**src/ieee_stat_pkg.sv**
```systemverilog
// package: constants and types for the status reporting block
package ieee_stat_pkg;
  // standard event status bit positions
  localparam int ESR_PON_BIT = 7;
  localparam int ESR_CME_BIT = 5;
  localparam int ESR_EXE_BIT = 4;
  localparam int ESR_ALM_BIT = 3;
  localparam int ESR_OPC_BIT = 0;
  // implemented event bits, unused ones read zero
  localparam logic [7:0] ESR_USED_MASK = 8'hb9;
  // event register value after power-up (power-on flag set)
  localparam logic [7:0] ESR_RESET_VAL = 8'h80;
  // enable masks after power-up
  localparam logic [7:0] ESE_RESET_VAL = 8'h00;
  localparam logic [7:0] SRE_RESET_VAL = 8'h00;
  // status byte bit positions
  localparam int STB_TMO_BIT = 0;
  localparam int STB_AUX_BUS_EXEC_ERROR_BIT = 1;
  localparam int STB_MAV_BIT = 4;
  localparam int STB_ESB_BIT = 5;
  localparam int STB_MSS_BIT = 6;
  // status byte bits able to raise a service request
  localparam logic [7:0] STB_SRC_MASK = 8'h33;

  // multi-line bus messages delivered by the handshake logic
  typedef enum logic [3:0] {
    MSG_DCL, MSG_SPE, MSG_SPD, MSG_PPU, MSG_LLO, MSG_UNL, MSG_UNT,
    MSG_SDC, MSG_PPC, MSG_GTL, MSG_GET, MSG_TCT, MSG_MLA, MSG_MTA,
    MSG_IFC
  } ieee_busmsg_e;

  // remote/local states
  typedef enum logic [1:0] {
    RS_LOCAL, RS_REMOTE, RS_LOCKOUT
  } ieee_rstate_e;

  // whole state of the block
  typedef struct packed {
    logic         renMeta;     // first sync stage of remote enable
    logic         renSync;     // second sync stage
    logic [7:0]   std_event_status;         // standard event status
    logic [7:0]   std_event_enable;         // standard event enable
    logic [7:0]   sre;         // service request enable
    logic         auxErr;      // aux bus execution error latch
    logic         auxTmo;      // aux bus time-out latch
    logic         mssPrev;     // master summary, previous cycle
    logic         rqs;         // request-service flag
    ieee_rstate_e rstate;      // remote/local state
    logic         llo;         // lockout requested by controller
    logic         talker;      // addressed as talker
    logic         listener;    // addressed as listener
    logic         spMode;      // serial poll mode
    logic [7:0]   resp;        // response byte
    logic         respValid;   // response strobe
    logic         flush;       // flush buffers strobe
    logic         mss;         // registered master summary
  } ieee_state_s;
endpackage

```
**src/ieee_status_reporting.sv**
```systemverilog
// status reporting and remote/local state logic of an instrument
`timescale 1ns/10ps

module ieee_status_reporting (
  input  wire logic                        clk,          // 20 MHz clock
  input  wire logic                        sys_rst,      // async reset
  input  wire logic                        renPin,       // remote enable
  input  wire logic                        busMsgValid,  // message strobe
  input  wire ieee_stat_pkg::ieee_busmsg_e busMsgCode,   // message code
  input  wire logic                        spollRead,    // poll byte taken
  input  wire logic                        eseWrite,     // event mask set
  input  wire logic                        sreWrite,     // service mask set
  input  wire logic [7:0]                  cmdData,      // mask value
  input  wire logic                        eseQuery,     // event mask query
  input  wire logic                        sreQuery,     // service mask qry
  input  wire logic                        esrQuery,     // event reg query
  input  wire logic                        stbQuery,     // status byte qry
  input  wire logic                        clsCmd,       // clear status
  input  wire logic                        rstCmd,       // reset command
  input  wire logic                        cmdErrorEvt,  // parse error
  input  wire logic                        execErrorEvt, // exec failure
  input  wire logic                        alarmEvent,   // alarm event
  input  wire logic                        opCompleteEvt,// op complete
  input  wire logic                        auxBusExecErrorEvt, // aux err
  input  wire logic                        auxBusTimeoutEvt,   // aux tmo
  input  wire logic                        outQueueNotEmpty,   // queue data
  input  wire logic                        localKeyPress,// local key
  input  wire logic                        errorActive,  // error showing
  output logic [7:0]                       respData,     // response byte
  output logic                             respValid,    // response strobe
  output logic                             srqOut,       // service request
  output logic                             flushBuffers, // flush strobe
  output ieee_stat_pkg::ieee_rstate_e      remoteState,  // remote state
  output logic                             talkerActive, // addressed talker
  output logic                             listenerActive,// addr listener
  output logic                             serialPollMode,// poll mode
  output logic                             panelKeysEnable,// panel keys
  output logic                             localKeyEnable  // local key
);
  import ieee_stat_pkg::*;

  ieee_state_s stReg;   // registered state
  ieee_state_s stNext;  // next state

  logic       devClear;     // device clear message applies
  logic [7:0] evVec;        // events arriving this cycle
  logic [7:0] stbSrc;       // status byte without bit 6
  logic       mssNow;       // master summary of current state
  logic       esrClear;     // event register cleared this cycle
  logic       msgIs;        // message strobe gate

  // status byte built from current sources
  always_comb begin
    stbSrc = 8'h00;
    stbSrc[STB_ESB_BIT] = |(stReg.std_event_status & stReg.std_event_enable);
    stbSrc[STB_MAV_BIT] = outQueueNotEmpty;
    stbSrc[STB_AUX_BUS_EXEC_ERROR_BIT] = stReg.auxErr;
    stbSrc[STB_TMO_BIT] = stReg.auxTmo;
    // bits fall only as their sources fall
    mssNow = |(stbSrc & stReg.sre & STB_SRC_MASK);
  end

  // next-state logic
  always_comb begin
    stNext = stReg;
    msgIs = busMsgValid;
    // one-cycle strobes default low
    stNext.respValid = 1'b0;
    stNext.flush = 1'b0;
    // remote enable pin synchroniser
    stNext.renMeta = renPin;
    stNext.renSync = stReg.renMeta;

    // device clear: universal, or selected while addressed
    devClear = msgIs && ((busMsgCode == MSG_DCL) ||
               (busMsgCode == MSG_SDC && stReg.listener));

    // incoming events for the event register
    evVec = 8'h00;
    evVec[ESR_CME_BIT] = cmdErrorEvt;
    evVec[ESR_EXE_BIT] = execErrorEvt;
    evVec[ESR_ALM_BIT] = alarmEvent;
    evVec[ESR_OPC_BIT] = opCompleteEvt;

    // read, clear-status, device clear and reset empty the register
    esrClear = esrQuery || clsCmd || devClear || rstCmd;
    if (esrClear) begin
      stNext.std_event_status = evVec & ESR_USED_MASK;
    end else begin
      stNext.std_event_status = (stReg.std_event_status | evVec) & ESR_USED_MASK;
    end

    // aux bus latches, cleared with the status byte
    if (clsCmd || devClear || rstCmd) begin
      stNext.auxErr = auxBusExecErrorEvt;
      stNext.auxTmo = auxBusTimeoutEvt;
    end else begin
      stNext.auxErr = stReg.auxErr | auxBusExecErrorEvt;
      stNext.auxTmo = stReg.auxTmo | auxBusTimeoutEvt;
    end

    // event enable mask
    if (rstCmd) begin
      stNext.std_event_enable = ESE_RESET_VAL;
    end else if (eseWrite) begin
      stNext.std_event_enable = cmdData & ESR_USED_MASK;
    end

    // service request enable mask
    if (rstCmd) begin
      stNext.sre = SRE_RESET_VAL;
    end else if (sreWrite) begin
      stNext.sre = cmdData & STB_SRC_MASK;
    end

    // master summary and request-service flag
    stNext.mss = mssNow;
    stNext.mssPrev = mssNow;
    if (mssNow && !stReg.mssPrev) begin
      stNext.rqs = 1'b1;
    end else if (!mssNow || spollRead || clsCmd ||
                 devClear || rstCmd) begin
      stNext.rqs = 1'b0;
    end

    // register readouts, one at a time
    if (spollRead) begin
      stNext.resp = stbSrc;
      stNext.resp[STB_MSS_BIT] = stReg.rqs;
      stNext.respValid = 1'b1;
    end else if (stbQuery) begin
      stNext.resp = stbSrc;
      stNext.resp[STB_MSS_BIT] = mssNow;
      stNext.respValid = 1'b1;
    end else if (esrQuery) begin
      stNext.resp = stReg.std_event_status;
      stNext.respValid = 1'b1;
    end else if (eseQuery) begin
      stNext.resp = stReg.std_event_enable;
      stNext.respValid = 1'b1;
    end else if (sreQuery) begin
      stNext.resp = stReg.sre;
      stNext.respValid = 1'b1;
    end

    // addressing and poll mode from bus messages
    if (msgIs) begin
      case (busMsgCode)
        MSG_MLA: stNext.listener = 1'b1;
        MSG_MTA: stNext.talker = 1'b1;
        MSG_UNL: stNext.listener = 1'b0;
        MSG_UNT: stNext.talker = 1'b0;
        MSG_SPE: stNext.spMode = 1'b1;
        MSG_SPD: stNext.spMode = 1'b0;
        MSG_IFC: begin
          stNext.talker = 1'b0;
          stNext.listener = 1'b0;
          stNext.spMode = 1'b0;
        end
        default: begin
          // poll config, trigger, transfer: ignored
          stNext.spMode = stReg.spMode;
        end
      endcase
    end
    if (devClear || rstCmd) begin
      stNext.talker = 1'b0;
      stNext.listener = 1'b0;
      stNext.flush = 1'b1;
    end

    // remote/local state machine
    if (!stReg.renSync) begin
      stNext.rstate = RS_LOCAL;
      stNext.llo = 1'b0;
    end else if (devClear) begin
      stNext.rstate = RS_LOCAL;
      stNext.llo = 1'b0;
    end else begin
      case (stReg.rstate)
        RS_LOCAL: begin
          if (msgIs && busMsgCode == MSG_LLO) begin
            stNext.llo = 1'b1;
          end else if (msgIs && busMsgCode == MSG_MLA) begin
            stNext.rstate = stReg.llo ? RS_LOCKOUT : RS_REMOTE;
          end
        end
        RS_REMOTE: begin
          if (msgIs && busMsgCode == MSG_LLO) begin
            stNext.llo = 1'b1;
            stNext.rstate = RS_LOCKOUT;
          end else if (msgIs && busMsgCode == MSG_GTL &&
                       stReg.listener) begin
            stNext.rstate = RS_LOCAL;
          end else if (localKeyPress) begin
            stNext.rstate = RS_LOCAL;
          end
        end
        RS_LOCKOUT: begin
          // local key is ignored here
          if (msgIs && busMsgCode == MSG_GTL && stReg.listener) begin
            stNext.rstate = RS_LOCAL;
          end
        end
        default: stNext.rstate = RS_LOCAL;
      endcase
    end
  end

  // state register; power-up values
  always_ff @(posedge clk or posedge sys_rst) begin
    if (sys_rst) begin
      stReg <= '0;
      stReg.std_event_status <= ESR_RESET_VAL;
      stReg.std_event_enable <= ESE_RESET_VAL;
      stReg.sre <= SRE_RESET_VAL;
      stReg.rstate <= RS_LOCAL;
    end else begin
      stReg <= stNext;
    end
  end

  // outputs from the state register; localKeyEnable also takes errorActive directly
  assign respData = stReg.resp;
  assign respValid = stReg.respValid;
  assign srqOut = stReg.rqs;
  assign flushBuffers = stReg.flush;
  assign remoteState = stReg.rstate;
  assign talkerActive = stReg.talker;
  assign listenerActive = stReg.listener;
  assign serialPollMode = stReg.spMode;
  assign panelKeysEnable = (stReg.rstate == RS_LOCAL);
  assign localKeyEnable = (stReg.rstate != RS_LOCKOUT) ||
                          errorActive;

  // checks
  // a failed execution is recorded in the event register
  a_exe_sets_bit: assert property (
    @(posedge clk) disable iff (sys_rst)
    execErrorEvt |=> stReg.std_event_status[ESR_EXE_BIT])
    else $error("execution error not recorded");
  // a read with no new event leaves the register empty
  a_esr_read_clears: assert property (
    @(posedge clk) disable iff (sys_rst)
    (esrQuery && evVec == 8'h00) |=> stReg.std_event_status == 8'h00)
    else $error("event register not cleared by read");
  // unused event and mask positions stay zero
  a_unused_zero: assert property (
    @(posedge clk) disable iff (sys_rst)
    (stReg.std_event_enable & ~ESR_USED_MASK) == 8'h00 &&
    (stReg.std_event_status & ~ESR_USED_MASK) == 8'h00)
    else $error("unused event bits set");
  // request flag follows each summary rise
  a_rqs_on_rise: assert property (
    @(posedge clk) disable iff (sys_rst)
    (mssNow && !stReg.mssPrev) |=> srqOut)
    else $error("request flag missed summary rise");
  // request flag falls with the summary
  a_rqs_drops: assert property (
    @(posedge clk) disable iff (sys_rst)
    (!mssNow) |=> !srqOut)
    else $error("request flag held without summary");
  // a service request only stands with the master summary
  a_srq_has_mss: assert property (
    @(posedge clk) disable iff (sys_rst)
    srqOut |-> stReg.mss)
    else $error("service request without summary");
  // status query shows the master summary in bit 6
  a_stb_query: assert property (
    @(posedge clk) disable iff (sys_rst)
    (stbQuery && !spollRead) |=>
    respValid && respData[STB_MSS_BIT] == $past(mssNow))
    else $error("status query bit 6 wrong");
  // serial poll shows the request flag and clears it
  a_poll_clears: assert property (
    @(posedge clk) disable iff (sys_rst)
    (spollRead && !(mssNow && !stReg.mssPrev)) |=>
    respData[STB_MSS_BIT] == $past(stReg.rqs) && !srqOut)
    else $error("serial poll did not clear request flag");
  // event mask write keeps only implemented positions
  a_ese_write: assert property (
    @(posedge clk) disable iff (sys_rst)
    (eseWrite && !rstCmd) |=>
    stReg.std_event_enable == ($past(cmdData) & ESR_USED_MASK))
    else $error("event mask write lost");
  // service mask write keeps only request sources
  a_sre_write: assert property (
    @(posedge clk) disable iff (sys_rst)
    (sreWrite && !rstCmd) |=>
    stReg.sre == ($past(cmdData) & STB_SRC_MASK))
    else $error("service mask write lost");
  // clear-status empties events and aux latches
  a_cls_clears: assert property (
    @(posedge clk) disable iff (sys_rst)
    (clsCmd && evVec == 8'h00 && !auxBusExecErrorEvt &&
     !auxBusTimeoutEvt) |=>
    stReg.std_event_status == 8'h00 && !stReg.auxErr && !stReg.auxTmo)
    else $error("clear status left bits set");
  // device clear returns to local, unaddressed, with a flush
  a_dcl_local: assert property (
    @(posedge clk) disable iff (sys_rst)
    devClear |=> remoteState == RS_LOCAL && flushBuffers &&
    !listenerActive)
    else $error("device clear did not return to local");
  // reset keeps the remote state and clears the event mask
  a_rst_keeps: assert property (
    @(posedge clk) disable iff (sys_rst)
    (rstCmd && !busMsgValid && stReg.renSync && !localKeyPress) |=>
    remoteState == $past(stReg.rstate) && stReg.std_event_enable == 8'h00)
    else $error("reset altered remote state or kept mask");
  // reset flushes and drops addressing
  a_rst_flush: assert property (
    @(posedge clk) disable iff (sys_rst)
    rstCmd |=> flushBuffers && !talkerActive && !listenerActive)
    else $error("reset did not flush or unaddress");
  // interface clear drops addressing, not the remote state
  a_ifc_keeps: assert property (
    @(posedge clk) disable iff (sys_rst)
    (busMsgValid && busMsgCode == MSG_IFC && stReg.renSync &&
     !localKeyPress) |=>
    !talkerActive && !listenerActive &&
    remoteState == $past(stReg.rstate))
    else $error("interface clear changed more than addressing");
  // lockout leaves the local key live only on error
  a_lockout_keys: assert property (
    @(posedge clk) disable iff (sys_rst)
    (remoteState == RS_LOCKOUT) |->
    !panelKeysEnable && (localKeyEnable == errorActive))
    else $error("keys live in lockout");
endmodule

```
**config.mk**
```make
export PLATFORM = sky130hd
export DESIGN_NAME = ieee_status_reporting
export DESIGN_NICKNAME = d
export VERILOG_FILES = /design/src/ieee_stat_pkg.sv /design/src/ieee_status_reporting.sv
export SDC_FILE = /design/constraint.sdc
export NUM_CORES = 1
export LEC_CHECK = 0
export ABC_AREA = 1
export BUFFER_PORTS_ARGS = -buffer_cell sky130_fd_sc_hd__clkbuf_2
export CAP_MARGIN = 20
export CORE_MARGIN = 2
export CORE_UTILIZATION = 55
export DETAILED_ROUTE_END_ITERATION = 10
export PLACE_DENSITY = 0.84
export SYNTH_ARGS = -nofsm -noshare
export SYNTH_HDL_FRONTEND = slang
export SYNTH_SLANG_ARGS = --single-unit
```
**constraint.sdc**
```tcl
create_clock -name clk -period 1.59 [get_ports clk]
set_input_delay 0.0795 -clock clk [delete_from_list [all_inputs] [get_ports clk]]
set_output_delay 0.0795 -clock clk [all_outputs]
set_load 0.005 [all_outputs]
```
==> out/qor.txt <==
Hold Path Origin = cmdData[5]
Reg power frac = 56.4%
Detailed Route Iter0 Violations = 71
Clock buffer depth = 2
Area contributors post-synth = dfrtp_1, nand2_1, inv_1
Max-slew violations = 0
Reg-to-reg startpoint = listenerActive
Buffers added on ports = 48
Most frequent cell after synthesis = nand2_1
CTS buffer count = 5
Top FF cell, synth = dfrtp_1
Post-synth EDFFs = 0
Pin count of the biggest net entering global routing = 36
Storage cell area = 877 um2
# nets final = 335
Unrepaired setup endpoints after global routing = false
Average wire per standard cell = 11.3 um
Final GP Congestion = 0.874
Clock slew at reported path FFs = 0.09 ns
Flop2flop setup slack = 0.33 ns
Core box area = 0.00328 mm2
Multi-input gate area = 762 um2
P_leak = 1.20 nW
Max Cap Viol = 0
Worst setup path start = remoteState[1]
Vias per Instance = 4.89
Crit share post-route = 93.4%
Row count = 21
Syn. warnings = 0
Via Count = 1702
Final Hold Fails = 0
Syn_area_per_cell = 7.64 um2
Power Density = 786 mW/mm2
Wire length of the first global-routing pass = 6.42 mm
Full die area = 0.00384 mm2
Synth area leader = dfrtp_1
Top cell type's share of synthesized area = 46.0%
Min setup slack post-route = 0.105 ns
Skew-Pair Late Insertion Delay = 0.33 ns
Cell Area, Synth = 0.00185 mm2
Starting Density = 56.3%
Internal = 1.27 mW
Global route total overflow = 0
P_sw = 0.506 mW
Pre-CTS WS = 0.340 ns
Post-DP HPWL = 3.01 mm
CTS root buf = clkbuf_4
Hold Path Class = primary input to register
Crit Path Max Fanout = 4
Final setup viols = 0
Commonest cells in the netlist = nand2_1, inv_1, dfrtp_1
H-tree Lvls = 2
Post-layout min period = 1.48 ns
Clk sinks = 35
Worst path max stage delay = 0.43 ns
Switching share of power = 28.4%
First-pass DRT Iterations = 5
TritonCTS clock tree = done
Ports = 52
Outcome = completed
Chip Height = 62.0 um
Max rail drop VDD = 0.541 mV
Synth Register Bits = 35
Worst setup path class = register to output port
Residual DRC = 0
Cell variety after synth = 25
Final wirelength = 3.95 mm
Total negative slack = 0 ns
Placed inst area = 0.00208 mm2
Seq/Total Area, Yosys = 47.4%
GRT Resource Usage Total = 23.0%
CP Capture Type = output port
Layout Skew = 0.00258 ns
FFs w/ async S/R, synth = 100%
Post-route cell area = 0.00226 mm2
Required @ worst endpoint = 1.51 ns
ANT cells = 0
Routed Antenna Nets = 0
Syn_nets = 276
Part of the power in the clock network = 24.7%
Synth Instances = 242
Worst path cell trace = inv_2, nor2_4, inv_1, or2_2, clkbuf_2
Worst EP arrival = 1.41 ns
Area delta synth->final = 22.5%
Share of cells above drive strength 1 = 23.5%
Die X = 62.0 um
Slowest CP cell = dfrtp_1
Critical path startpoint category = register
Initial antenna violation count = 0
Vias in the first global route = 1532
Fmax = 0.674 GHz
Comb power frac = 18.9%
Fill cells = 290
[layer usage]
metal | vias to the layer above | wire [um] | global-route usage, %
met4 | 0 | 99 | 10.9
met5 | - | 0 | 0
met1 | 765 | 1800 | 31.6
met2 | 49 | 1870 | 34.2
li1 | 878 | - | -
met3 | 10 | 182 | 5.38
[registers in the layout (all words and copies together) (netlist names)]
signal / count
respValid: 1
stReg: 19
srqOut: 1
serialPollMode: 1
remoteState: 2
listenerActive: 1
stNext: 1
flushBuffers: 1
respData: 7
talkerActive: 1
[area by class of cell]
class                      count  share of cell area [%]
sequential                    35                    38.7
multi-input combinational    159                    33.6
timing repair buffer          62                    16.6
inverter                      38                    6.30
tap                           46                    2.54
clock buffer                   7                    1.99
clock inverter                 1                   0.221
[cell usage in the layout (no fill, tap or decap), types with 3 or more instances in the layout]
cell / synthesis / routed
nand3_1: 15 / 15
a31oi_1: 3 / 3
nand2_1: 64 / 64
nor3_1: 3 / 3
o21bai_1: 7 / 7
a21oi_1: 5 / 5
dlygate4sd3_1: 0 / 12
nor2_2: 3 / 3
clkbuf_4: 0 / 5
clkbuf_2: 0 / 48
nor2_1: 20 / 19
inv_1: 35 / 34
dfrtp_1: 34 / 34
o21ai_0: 23 / 23
[repair_timing]
item	CTS	global route
buffers inserted	0	1
hold buffers	12	0
hold endpoints to repair	44	0
resized for setup	0	3
endpoints found under the setup margin	0	1
[path summary, 6_finish.rpt]
check,depth (start not counted),to
worst min-delay path,3,stReg[34]
min in group asynchronous,4,stReg[18]
worst max-delay path,5,localKeyEnable
max in group asynchronous,4,stReg[44]
worst max register to register,7,stReg[37]
worst min register to register,0,stReg[45]
[worst max-delay path: cells and delay by family (launching register included)]
family        cells  cell delay, ns
buf+inv           3            0.25
flops             1            0.43
simple gates      2            0.39
[per-stage QoR]
stage | hold slack (ns) | utilization, % | power [mW] | std cells
final | 0.00119 | 69.0 | 1.78 | 348
after global placement | 0.171 | 63.3 | 1.32 | 327
after CTS | 0.00258 | 68.5 | 1.79 | 347
after detailed placement | 0.183 | 63.3 | 1.33 | 327
after global routing | 0.0167 | 69.0 | 1.89 | 348
after floorplan | 0.111 | - | 1.22 | 242
[cell families (layout without fill, tap and decap cells)]
logic type | count (synthesis) | in the layout | share of synthesized area, %
AOI/OAI and AO/OA | 43 | 43 | 13.3
buffers and inverters | 48 | 108 | 11.8
other | 1 | 1 | 0.203
DFF | 35 | 35 | 47.4
and+or+nand+nor | 115 | 115 | 27.3
[power groups by stage]
stage | clock network [mW] | registers [mW] | logic [mW]
after floorplan | 0 | 1.01 | 0.212
after global placement | 0 | 1.02 | 0.304
after detailed placement | 0 | 1.02 | 0.314
after CTS | 0.452 | 1.00 | 0.337
after global routing | 0.491 | 1.01 | 0.389
final | 0.440 | 1.00 | 0.337
Power figures use the tool's default switching activity.
